===== src/pptu_pkg.sv =====
package pptu_pkg;
  // register indices; each register owns one aligned word, byte address is four times the index
  localparam logic [7:0] PPTU_IDX_ASYM = 8'h04;
  localparam logic [7:0] PPTU_IDX_REQ_HI = 8'h08;
  localparam logic [7:0] PPTU_IDX_REQ_LO = 8'h0a;
  localparam logic [7:0] PPTU_IDX_SYNC_HI = 8'h0c;
  localparam logic [7:0] PPTU_IDX_SYNC_LO = 8'h0e;
  localparam logic [7:0] PPTU_IDX_RESP_HI = 8'h10;
  localparam logic [7:0] PPTU_IDX_RESP_LO = 8'h12;
  localparam logic [7:0] PPTU_IDX_FLAGS = 8'h14;
  localparam logic [7:0] PPTU_IDX_ENABLE = 8'h16;
  localparam logic [7:0] PPTU_ADDR_ASYM = {PPTU_IDX_ASYM[5:0], 2'h0};
  localparam logic [7:0] PPTU_ADDR_REQ_HI = {PPTU_IDX_REQ_HI[5:0], 2'h0};
  localparam logic [7:0] PPTU_ADDR_REQ_LO = {PPTU_IDX_REQ_LO[5:0], 2'h0};
  localparam logic [7:0] PPTU_ADDR_SYNC_HI = {PPTU_IDX_SYNC_HI[5:0], 2'h0};
  localparam logic [7:0] PPTU_ADDR_SYNC_LO = {PPTU_IDX_SYNC_LO[5:0], 2'h0};
  localparam logic [7:0] PPTU_ADDR_RESP_HI = {PPTU_IDX_RESP_HI[5:0], 2'h0};
  localparam logic [7:0] PPTU_ADDR_RESP_LO = {PPTU_IDX_RESP_LO[5:0], 2'h0};
  localparam logic [7:0] PPTU_ADDR_FLAGS = {PPTU_IDX_FLAGS[5:0], 2'h0};
  localparam logic [7:0] PPTU_ADDR_ENABLE = {PPTU_IDX_ENABLE[5:0], 2'h0};
  localparam int PPTU_SIGN_BIT = 15;
  localparam int PPTU_SYNC_BIT = 15;
  localparam int PPTU_REQ_BIT = 14;
  localparam int PPTU_RESP_BIT = 13;
  localparam logic [15:0] PPTU_REG_RESET = 16'h0000;
  localparam logic [15:0] PPTU_FLAG_MASK = 16'he000;
  localparam logic [1:0] PPTU_HTRANS_NONSEQ = 2'h2;
  localparam logic [1:0] PPTU_HTRANS_SEQ = 2'h3;
  localparam logic [2:0] PPTU_HSIZE_WORD = 3'h2;
  localparam int PPTU_CF_W = 64;
  // kinds of event frame seen by the correction path
  typedef enum logic [3:0] {
    PPTU_FR_SYNC_IN = 4'h1,
    PPTU_FR_RESP_IN = 4'h2,
    PPTU_FR_REQ_OUT = 4'h4,
    PPTU_FR_OTHER = 4'h8
  } pptu_frame_e;
endpackage


===== src/pptu_corr.sv =====
`timescale 1ns/1ps
`default_nettype none
module pptu_corr (
  // clock and reset
  input wire logic clk,
  input wire logic rst,
  // asymmetry setting
  input wire logic asymmetry_negative,
  input wire logic [14:0] asymmetry_magnitude_ns,
  // frame in
  input wire logic cf_valid,
  input wire pptu_pkg::pptu_frame_e cf_kind,
  input wire logic [pptu_pkg::PPTU_CF_W-1:0] cf_in,
  // corrected frame field out
  output logic cf_out_valid,
  output logic [pptu_pkg::PPTU_CF_W-1:0] cf_out
);
  import pptu_pkg::*;
  typedef struct packed {
    logic vld;
    logic [PPTU_CF_W-1:0] cf;
  } pptu_corr_s;
  pptu_corr_s st_r, st_nxt;
  logic signed [PPTU_CF_W-1:0] asym_s;

  always_comb begin
    // sign-magnitude to two's complement
    asym_s = asymmetry_negative ? -$signed({49'h0, asymmetry_magnitude_ns})
                                : $signed({49'h0, asymmetry_magnitude_ns});
    st_nxt.vld = cf_valid;
    st_nxt.cf = cf_in;
    case (cf_kind)
      PPTU_FR_SYNC_IN, PPTU_FR_RESP_IN: st_nxt.cf = cf_in + asym_s;
      PPTU_FR_REQ_OUT: st_nxt.cf = cf_in - asym_s;
      default: st_nxt.cf = cf_in;
    endcase
  end

  always_ff @(posedge clk or posedge rst) begin
    if (rst) begin
      st_r <= '0;
    end else begin
      st_r <= st_nxt;
    end
  end

  assign cf_out_valid = st_r.vld;
  assign cf_out = st_r.cf;
endmodule
`default_nettype wire


===== src/pptu_top.sv =====
// Behaviour
// - bit 15 of asymmetry register is the sign, one means negative, resets zero
// - bits 14:0 hold a readable writable asymmetry magnitude in ns
// - ingress sync and response frames get asymmetry added to correction field
// - egress request frames get asymmetry subtracted from correction field
// - request egress time captured, high and low halves read-only, reset zero
// - sync egress time captured, high and low halves read-only, reset zero
// - response egress time captured, high and low halves read-only, reset zero
// - status bit 15 set on sync time capture, write one clears
// - status bit 14 set on request time capture, write one clears
// - status bit 13 set on response time capture, write one clears
// - interrupt status output is OR of the three flags
// - enable bits 15,14,13; their OR is the interrupt enable output
`timescale 1ns/1ps
`default_nettype none
module pptu_top (
  // clock and reset
  input wire logic clk,
  input wire logic rst,
  // ahb-lite slave
  input wire logic hsel,
  input wire logic [7:0] haddr,
  input wire logic [1:0] htrans,
  input wire logic hwrite,
  input wire logic [2:0] hsize,
  input wire logic [31:0] hwdata,
  input wire logic hready,
  output logic hreadyout,
  output logic hresp,
  output logic [31:0] hrdata,
  // egress timestamp events from the port transmit path
  input wire logic [31:0] egress_time_ns,
  input wire logic sync_sent,
  input wire logic request_sent,
  input wire logic response_sent,
  // correction field path
  input wire logic cf_valid,
  input wire pptu_pkg::pptu_frame_e cf_kind,
  input wire logic [pptu_pkg::PPTU_CF_W-1:0] cf_in,
  output logic cf_out_valid,
  output logic [pptu_pkg::PPTU_CF_W-1:0] cf_out,
  // port interrupt indications
  output logic ptp_int_status,
  output logic ptp_int_enable
);
  import pptu_pkg::*;

  typedef struct packed {
    logic asymmetry_negative;
    logic [14:0] asymmetry_magnitude_ns;
    logic [31:0] request_egress_time;
    logic [31:0] sync_egress_time;
    logic [31:0] response_egress_time;
    logic sync_time_ready_flag;
    logic request_time_ready_flag;
    logic response_time_ready_flag;
    logic sync_time_ready_en;
    logic request_time_ready_en;
    logic response_time_ready_en;
    logic wr_pend;
    logic [7:0] wr_addr;
    logic [31:0] rdata;
  } pptu_state_s;

  pptu_state_s st_r, st_nxt;
  logic addr_ok;
  logic [15:0] rd_word;
  logic [15:0] wd;

  function automatic logic [15:0] pptu_read(input pptu_state_s s, input logic [7:0] a);
    logic [15:0] v;
    v = 16'h0000;
    case (a)
      PPTU_ADDR_ASYM: v = {s.asymmetry_negative, s.asymmetry_magnitude_ns};
      PPTU_ADDR_REQ_HI: v = s.request_egress_time[31:16];
      PPTU_ADDR_REQ_LO: v = s.request_egress_time[15:0];
      PPTU_ADDR_SYNC_HI: v = s.sync_egress_time[31:16];
      PPTU_ADDR_SYNC_LO: v = s.sync_egress_time[15:0];
      PPTU_ADDR_RESP_HI: v = s.response_egress_time[31:16];
      PPTU_ADDR_RESP_LO: v = s.response_egress_time[15:0];
      // reserved bits stay zero
      PPTU_ADDR_FLAGS: v = {s.sync_time_ready_flag, s.request_time_ready_flag,
                            s.response_time_ready_flag, 13'h0000};
      PPTU_ADDR_ENABLE: v = {s.sync_time_ready_en, s.request_time_ready_en,
                             s.response_time_ready_en, 13'h0000};
      default: v = 16'h0000;
    endcase
    return v;
  endfunction

  function automatic logic pptu_known(input logic [7:0] a);
    logic k;
    k = 1'b0;
    case (a)
      PPTU_ADDR_ASYM, PPTU_ADDR_REQ_HI, PPTU_ADDR_REQ_LO, PPTU_ADDR_SYNC_HI,
      PPTU_ADDR_SYNC_LO, PPTU_ADDR_RESP_HI, PPTU_ADDR_RESP_LO, PPTU_ADDR_FLAGS,
      PPTU_ADDR_ENABLE: k = 1'b1;
      default: k = 1'b0;
    endcase
    return k;
  endfunction

  always_comb begin
    st_nxt = st_r;
    addr_ok = hsel && hready && (htrans == PPTU_HTRANS_NONSEQ || htrans == PPTU_HTRANS_SEQ);
    wd = hwdata[15:0];
    rd_word = pptu_read(st_r, haddr);
    // read data sampled at address phase; unmapped reads zero
    st_nxt.rdata = {16'h0000, (addr_ok && !hwrite && pptu_known(haddr)) ? rd_word : PPTU_REG_RESET};
    st_nxt.wr_pend = addr_ok && hwrite;
    st_nxt.wr_addr = haddr;
    // capture on each transmit event; a new event overwrites the old time
    if (request_sent) begin
      st_nxt.request_egress_time = egress_time_ns;
    end
    if (sync_sent) begin
      st_nxt.sync_egress_time = egress_time_ns;
    end
    if (response_sent) begin
      st_nxt.response_egress_time = egress_time_ns;
    end
    if (st_r.wr_pend) begin
      case (st_r.wr_addr)
        PPTU_ADDR_ASYM: begin
          st_nxt.asymmetry_negative = wd[PPTU_SIGN_BIT];
          st_nxt.asymmetry_magnitude_ns = wd[14:0];
        end
        PPTU_ADDR_FLAGS: begin
          // write one clears; reserved bits ignored
          if (wd[PPTU_SYNC_BIT]) begin
            st_nxt.sync_time_ready_flag = 1'b0;
          end
          if (wd[PPTU_REQ_BIT]) begin
            st_nxt.request_time_ready_flag = 1'b0;
          end
          if (wd[PPTU_RESP_BIT]) begin
            st_nxt.response_time_ready_flag = 1'b0;
          end
        end
        PPTU_ADDR_ENABLE: begin
          st_nxt.sync_time_ready_en = wd[PPTU_SYNC_BIT];
          st_nxt.request_time_ready_en = wd[PPTU_REQ_BIT];
          st_nxt.response_time_ready_en = wd[PPTU_RESP_BIT];
        end
        default: begin
        end
      endcase
    end
    // set after clear so a coincident event is not lost
    if (sync_sent) begin
      st_nxt.sync_time_ready_flag = 1'b1;
    end
    if (request_sent) begin
      st_nxt.request_time_ready_flag = 1'b1;
    end
    if (response_sent) begin
      st_nxt.response_time_ready_flag = 1'b1;
    end
  end

  always_ff @(posedge clk or posedge rst) begin
    if (rst) begin
      st_r <= '0;
    end else begin
      st_r <= st_nxt;
    end
  end

  // zero-wait slave
  assign hreadyout = 1'b1;
  assign hresp = 1'b0;
  assign hrdata = st_r.rdata;
  assign ptp_int_status = st_r.sync_time_ready_flag | st_r.request_time_ready_flag
                        | st_r.response_time_ready_flag;
  assign ptp_int_enable = st_r.sync_time_ready_en | st_r.request_time_ready_en
                        | st_r.response_time_ready_en;

  pptu_corr u_corr (
    .clk(clk),
    .rst(rst),
    .asymmetry_negative(st_r.asymmetry_negative),
    .asymmetry_magnitude_ns(st_r.asymmetry_magnitude_ns),
    .cf_valid(cf_valid),
    .cf_kind(cf_kind),
    .cf_in(cf_in),
    .cf_out_valid(cf_out_valid),
    .cf_out(cf_out)
  );
endmodule
`default_nettype wire


===== config.mk =====
export PLATFORM = sky130hd
export DESIGN_NAME = pptu_top
export DESIGN_NICKNAME = d
export VERILOG_FILES = /design/src/pptu_pkg.sv /design/src/pptu_corr.sv /design/src/pptu_top.sv
export SDC_FILE = /design/constraint.sdc
export NUM_CORES = 1
export LEC_CHECK = 0
export CAP_MARGIN = 20
export CORE_ASPECT_RATIO = 1.4
export CORE_MARGIN = 1
export CORE_UTILIZATION = 30
export CTS_BUF_LIST = sky130_fd_sc_hd__clkbuf_4
export CTS_CLUSTER_DIAMETER = 80
export CTS_CLUSTER_SIZE = 25
export DETAILED_ROUTE_END_ITERATION = 16
export DONT_BUFFER_PORTS = 1
export PLACE_DENSITY = 0.53
export SLEW_MARGIN = 10
export SYNTH_ARGS = -nofsm -noshare
export SYNTH_HDL_FRONTEND = slang
export SYNTH_SLANG_ARGS = --single-unit

===== constraint.sdc =====
create_clock -name clk -period 8.13 [get_ports clk]
set_input_delay 0.813 -clock clk [delete_from_list [all_inputs] [get_ports clk]]
set_output_delay 0.813 -clock clk [all_outputs]
set_load 0.1 [all_outputs]

; Yosys cells after proc, flatten, opt, wreduce, memory -nomap -nowiden
; Index checks and enable logic that the tools add are counted.
; Widths: inputs -> output; s select.
[totals]
register_bits = 208
word_cells = 77
out_inout_bits = 101
input_bits = 154
[op_classes]
eq_ne = 17
reduce_logical = 23
n_bitwise = 4
muxes = 14
add_sub_neg = 3
[op_table]
columns = operator, n
row1 = $pmux 16 s9, 1
row2 = $pmux 64 s2, 1
row3 = $add 64x64->64, 1
row4 = $mux 64, 1
row5 = $neg 15->64, 1
row6 = $sub 64x64->64, 1
row7 = $eq 8x7->1 const B, 6
row8 = $eq 8x6->1 const B, 4
row9 = $reduce_bool 2->1, 9
row10 = $eq 8x5->1 const B, 2
row11 = $mux 16, 1
row12 = $reduce_and 3->1, 3
row13 = $reduce_or 9->1, 1
row14 = $mux 1, 7
row15 = $mux 3, 2
row16 = $mux 6, 1
row17 = $logic_and 1x1->1, 5
row18 = $eq 2x2->1 const B, 2
row19 = $eq 4x1->1 const B, 1
row20 = $eq 4x2->1 const B, 1
row21 = $eq 4x3->1 const B, 1
row22 = $or 1x1->1, 4
row23 = $reduce_and 2->1, 2
row24 = $reduce_or 2->1, 1
row25 = other kinds (2), 2

; Longest topological paths before layout
[logic_depth]
word_depth = 6
mapped_depth = 27

; Hierarchy
; Synthesis repeated with hierarchy kept, for this count alone.
[unflattened]
cells_unflattened = 1421
hier_area_um2 = 13748.2
[modules_own_cells]
columns = module, cells_each, area_per_inst_um2, instances
row1 = pptu_corr, 939, 7288.2, 1
row2 = pptu_top, 482, 6459.9, 1

; Worst setup path before layout
; No wires, ideal clock.
[synth_timing]
path_type = register to register
startpoint = register st_r[143] in the netlist's numbering
endpoint = register u_corr.st_r (netlist bit u_corr.cf_out[60])
period_less_slack_ps = 6063
slack_ps = 2067
required_ps = 8035
arrival_ps = 5967
setup_ps = 95
stages_incl_launch_ff = 26
n_path_buf = 1
cell_sequence = dfrtp_1 -> buf_2 -> inv_1 -> ha_1 -> nor3b_2 -> a21oi_1 -> or4b_1 -> nand3_1 -> nand2b_1 -> inv_1 -> a311oi_1 -> a21oi_1 -> ha_1 -> a21o_1 -> o21bai_1 -> a221o_1 -> a21oi_1 -> or3b_2 -> a21oi_1 -> maj3_2 -> o21ai_4 -> a21oi_2 -> o311ai_4 -> and3_1 -> o21a_1 -> o31ai_1
[synth_lines]
columns = item, line
row1 = "start, declared", pptu_top.sv:65  ; pptu_state_s st_r, st_nxt;
row2 = "start signal, assigned", pptu_top.sv:165  ; st_r <= st_nxt;
row3 = "end signal, assigned", pptu_corr.sv:43  ; st_r <= st_nxt;
row4 = "end, declared", pptu_corr.sv:23  ; pptu_corr_s st_r, st_nxt;

==> metrics <==
maximum root-to-sink buffer count 3; Vias 9792; Worst EP arrival 7620 ps; post-synthesis area per instance 9.84 um^2; Die Height 249 um; # fillers 4418; Most used DFF post-synth dfrtp_1; synth top area cells dfrtp_1 (40%), mux2_2 (10%), ha_1 (5.9%); Async S/R FF share, synth 100%; sinks on the clock net 208; commonest non-fill, non-tap cells in the layout dfrtp_1 (208), mux2_2 (116), nand2_1 (114), o21ai_0 (78), a21oi_1 (77); fmax 143 MHz; critical path's slowest cell dfrtp_1; Final Setup Violations 0; leakage 5.76 nW; port bufs 0; Detailed Route WL 37.2 mm; GRT Total Usage 16.7%; Synth Warn # 0; die area 44400 um^2; GRT overflow 0; worst reg2reg endpoint u_corr.cf_out[60]; startpoint types flip-flop; top cell type's share of synthesized area 39.9%; Worst Setup EP u_corr.cf_out[60]; slew at the pin with the worst max-slew slack 1000 ps; count of boundary I/O pins 255; CP max stage delay 600 ps; share of layout cells above drive strength 1 16.2%; Crit Path Max Fanout 11; Final nets 1495; CTS root buf clkbuf_4; max-cap viol count 0; Seq cells post-synth 208; Hold Crit Class input port to asynchronous set/reset pin; fin crit period 7010 ps; Critical Path RT 8740 ps; clk slew on worst S/H paths 220 ps; register area share after synthesis 39.9%; CTS tree done; Final Cell Area 13800 um^2; worst vdd ir 0.136 mV; area leader, netlist dfrtp_1; Final Hold Fails 0; Antenna Nets Post-Route 0; max_slew headroom 32.8%; run status finished, final reports clean; Synth-to-Final Area Change 5.89%; worst r2r path cells 25; H-tree depth 1; Power Density 177 nW/um^2; Slew Viols, Final 0; vias in the first global route 10000; Syn Inst Count 1326; commonest non-fill, non-tap cell in the layout dfrtp_1; Num CTS Buffers 16; CP Launch Point st_r[143]; first-pass GRT wire length 57.5 mm; Die Span X 178 um; RePlAce Congestion 0.841; DR vias/cell 5.32; Worst setup EP type flip-flop; skew final 91.3 ps; Period Utilization, post-route 86.2%; initial antenna violation count 4; post-synthesis cell type count 85; worst reg-to-reg setup slack 1120 ps; DP Area 13400 um^2; detailed-router iteration count before antenna repair 5; worst skew pair latency 780 ps; mapped cell area 13100 um^2; RSZ-0062 raised after global routing false; number of synthesized flops with an enable pin 0; DR iter-0 viols 536; Row Count 90; Final HPWL DP 27.7 mm; Core Box Area 43000 um^2; largest net degree at the start of global routing 128; Crit Path Class flip-flop to flip-flop; Initial Utilization 30.3%; setup_tns 0 ps; reg2reg start st_r[143]; post-CTS setup buffers 0; Wirelength per Cell 20.2 um; DRC 0
[stage by stage]
stage | setup slack (ps) | util, % | total power, mW | hold WS, ps | std cells
global route | 527 | 32.1 | 2.57 | 46.8 | 1839
floorplan | 1640 | - | 1.80 | 458 | 1342
CTS | 1030 | 32.0 | 2.48 | 39.1 | 1836
finish | 1120 | 32.1 | 2.45 | 36.0 | 1840
global placement | 1190 | 31.2 | 1.86 | 476 | 1803
detailed placement | 1110 | 31.2 | 1.87 | 486 | 1803
[timing repair]
action,CTS,global route
endpoints found under the hold margin,7,0
gates resized for setup,0,0
hold buffers,7,0
[layer usage]
metal  wire length (um)  global-route usage [%]
met5                 23                       0
met3               2650                    4.24
met2              19200                    30.4
met1              14100                    18.3
met4               1220                    6.03
[cell type report]
type	count	area, um^2	share of cell area [%]
clock inverter	9	161	1.17
inverter	40	158	1.14
timing repair buffer	25	225	1.63
multi-input combinational	987	7250	52.4
clock buffer	17	128	0.924
tap	552	691	5.00
sequential	208	5200	37.7
antenna	2	5.00	0.0362
[synthesized netlist by cell type, types with 5 or more instances]
library cell and number:
a211oi_1 7, a21o_1 53, a21oi_1 77, a222oi_1 13
a22oi_1 29, a31oi_1 35, and2_1 9, and3_1 10
and4_1 7, buf_4 34, clkbuf_1 64, dfrtp_1 208
ha_1 62, inv_1 39, mux2_2 116, mux2i_1 8
nand2_1 114, nand2b_1 10, nand3_1 16, nand4_1 14
nor2_1 48, nor2b_1 6, nor3_1 15, nor4_1 8
nor4b_1 7, o21ai_0 78, o21ai_1 12, o21bai_1 11
o31ai_1 12, or2_2 17, or3_1 5, or4_1 6
xnor2_1 45, xor2_1 40
[worst max-delay path: cells and delay by family (launching register included)]
family | cells | cell delay [ps]
AOI/OAI and AO/OA | 12 | 2450
adders and majority gates | 4 | 1120
buffers and inverters | 2 | 400
DFF | 1 | 600
muxes | 1 | 320
and+or+nand+nor | 6 | 2000
[sequential cells by signal, indices dropped and copies added, names as in the netlist]
name                 count
st_r                   127
u_corr.cf_out           64
hrdata                  16
u_corr.cf_out_valid      1
[where the power goes]
part           total (mW)  internal, mW  switching, mW  leakage [nW]
clock               0.593         0.172          0.422         0.155
combinational       0.421         0.175          0.246          3.12
sequential           1.43          1.12          0.317          2.48
[cell families (layout without fill, tap and decap cells)]
family / count (synthesis) / in the layout / share of synthesized area (%)
AND/OR/NAND/NOR: 319 / 319 / 13.0
adder cells (fa/ha/maj): 65 / 65 / 6.26
AO/OA/AOI/OAI: 376 / 376 / 19.1
buffers and inverters: 147 / 91 / 5.36
multiplexers: 124 / 124 / 10.6
XOR/XNOR: 85 / 85 / 5.70
other: 2 / 20 / 0.0575
flip-flops: 208 / 208 / 39.9
[worst min-delay path by stage]
stage                  from                   to  slack [ps]  cells after the start
6_report                rst  u_corr.cf_out_valid          40                      1
5_1_grt        request_sent             st_r[45]          50                      1
4_1_cts                 rst             st_r[45]          40                      1
3_5_place_dp       st_r[45]             st_r[45]         490                      1
3_3_place_gp       st_r[45]             st_r[45]         480                      1
2_1_floorplan      st_r[46]             st_r[46]         460                      1
Power figures use the tool's default switching activity.
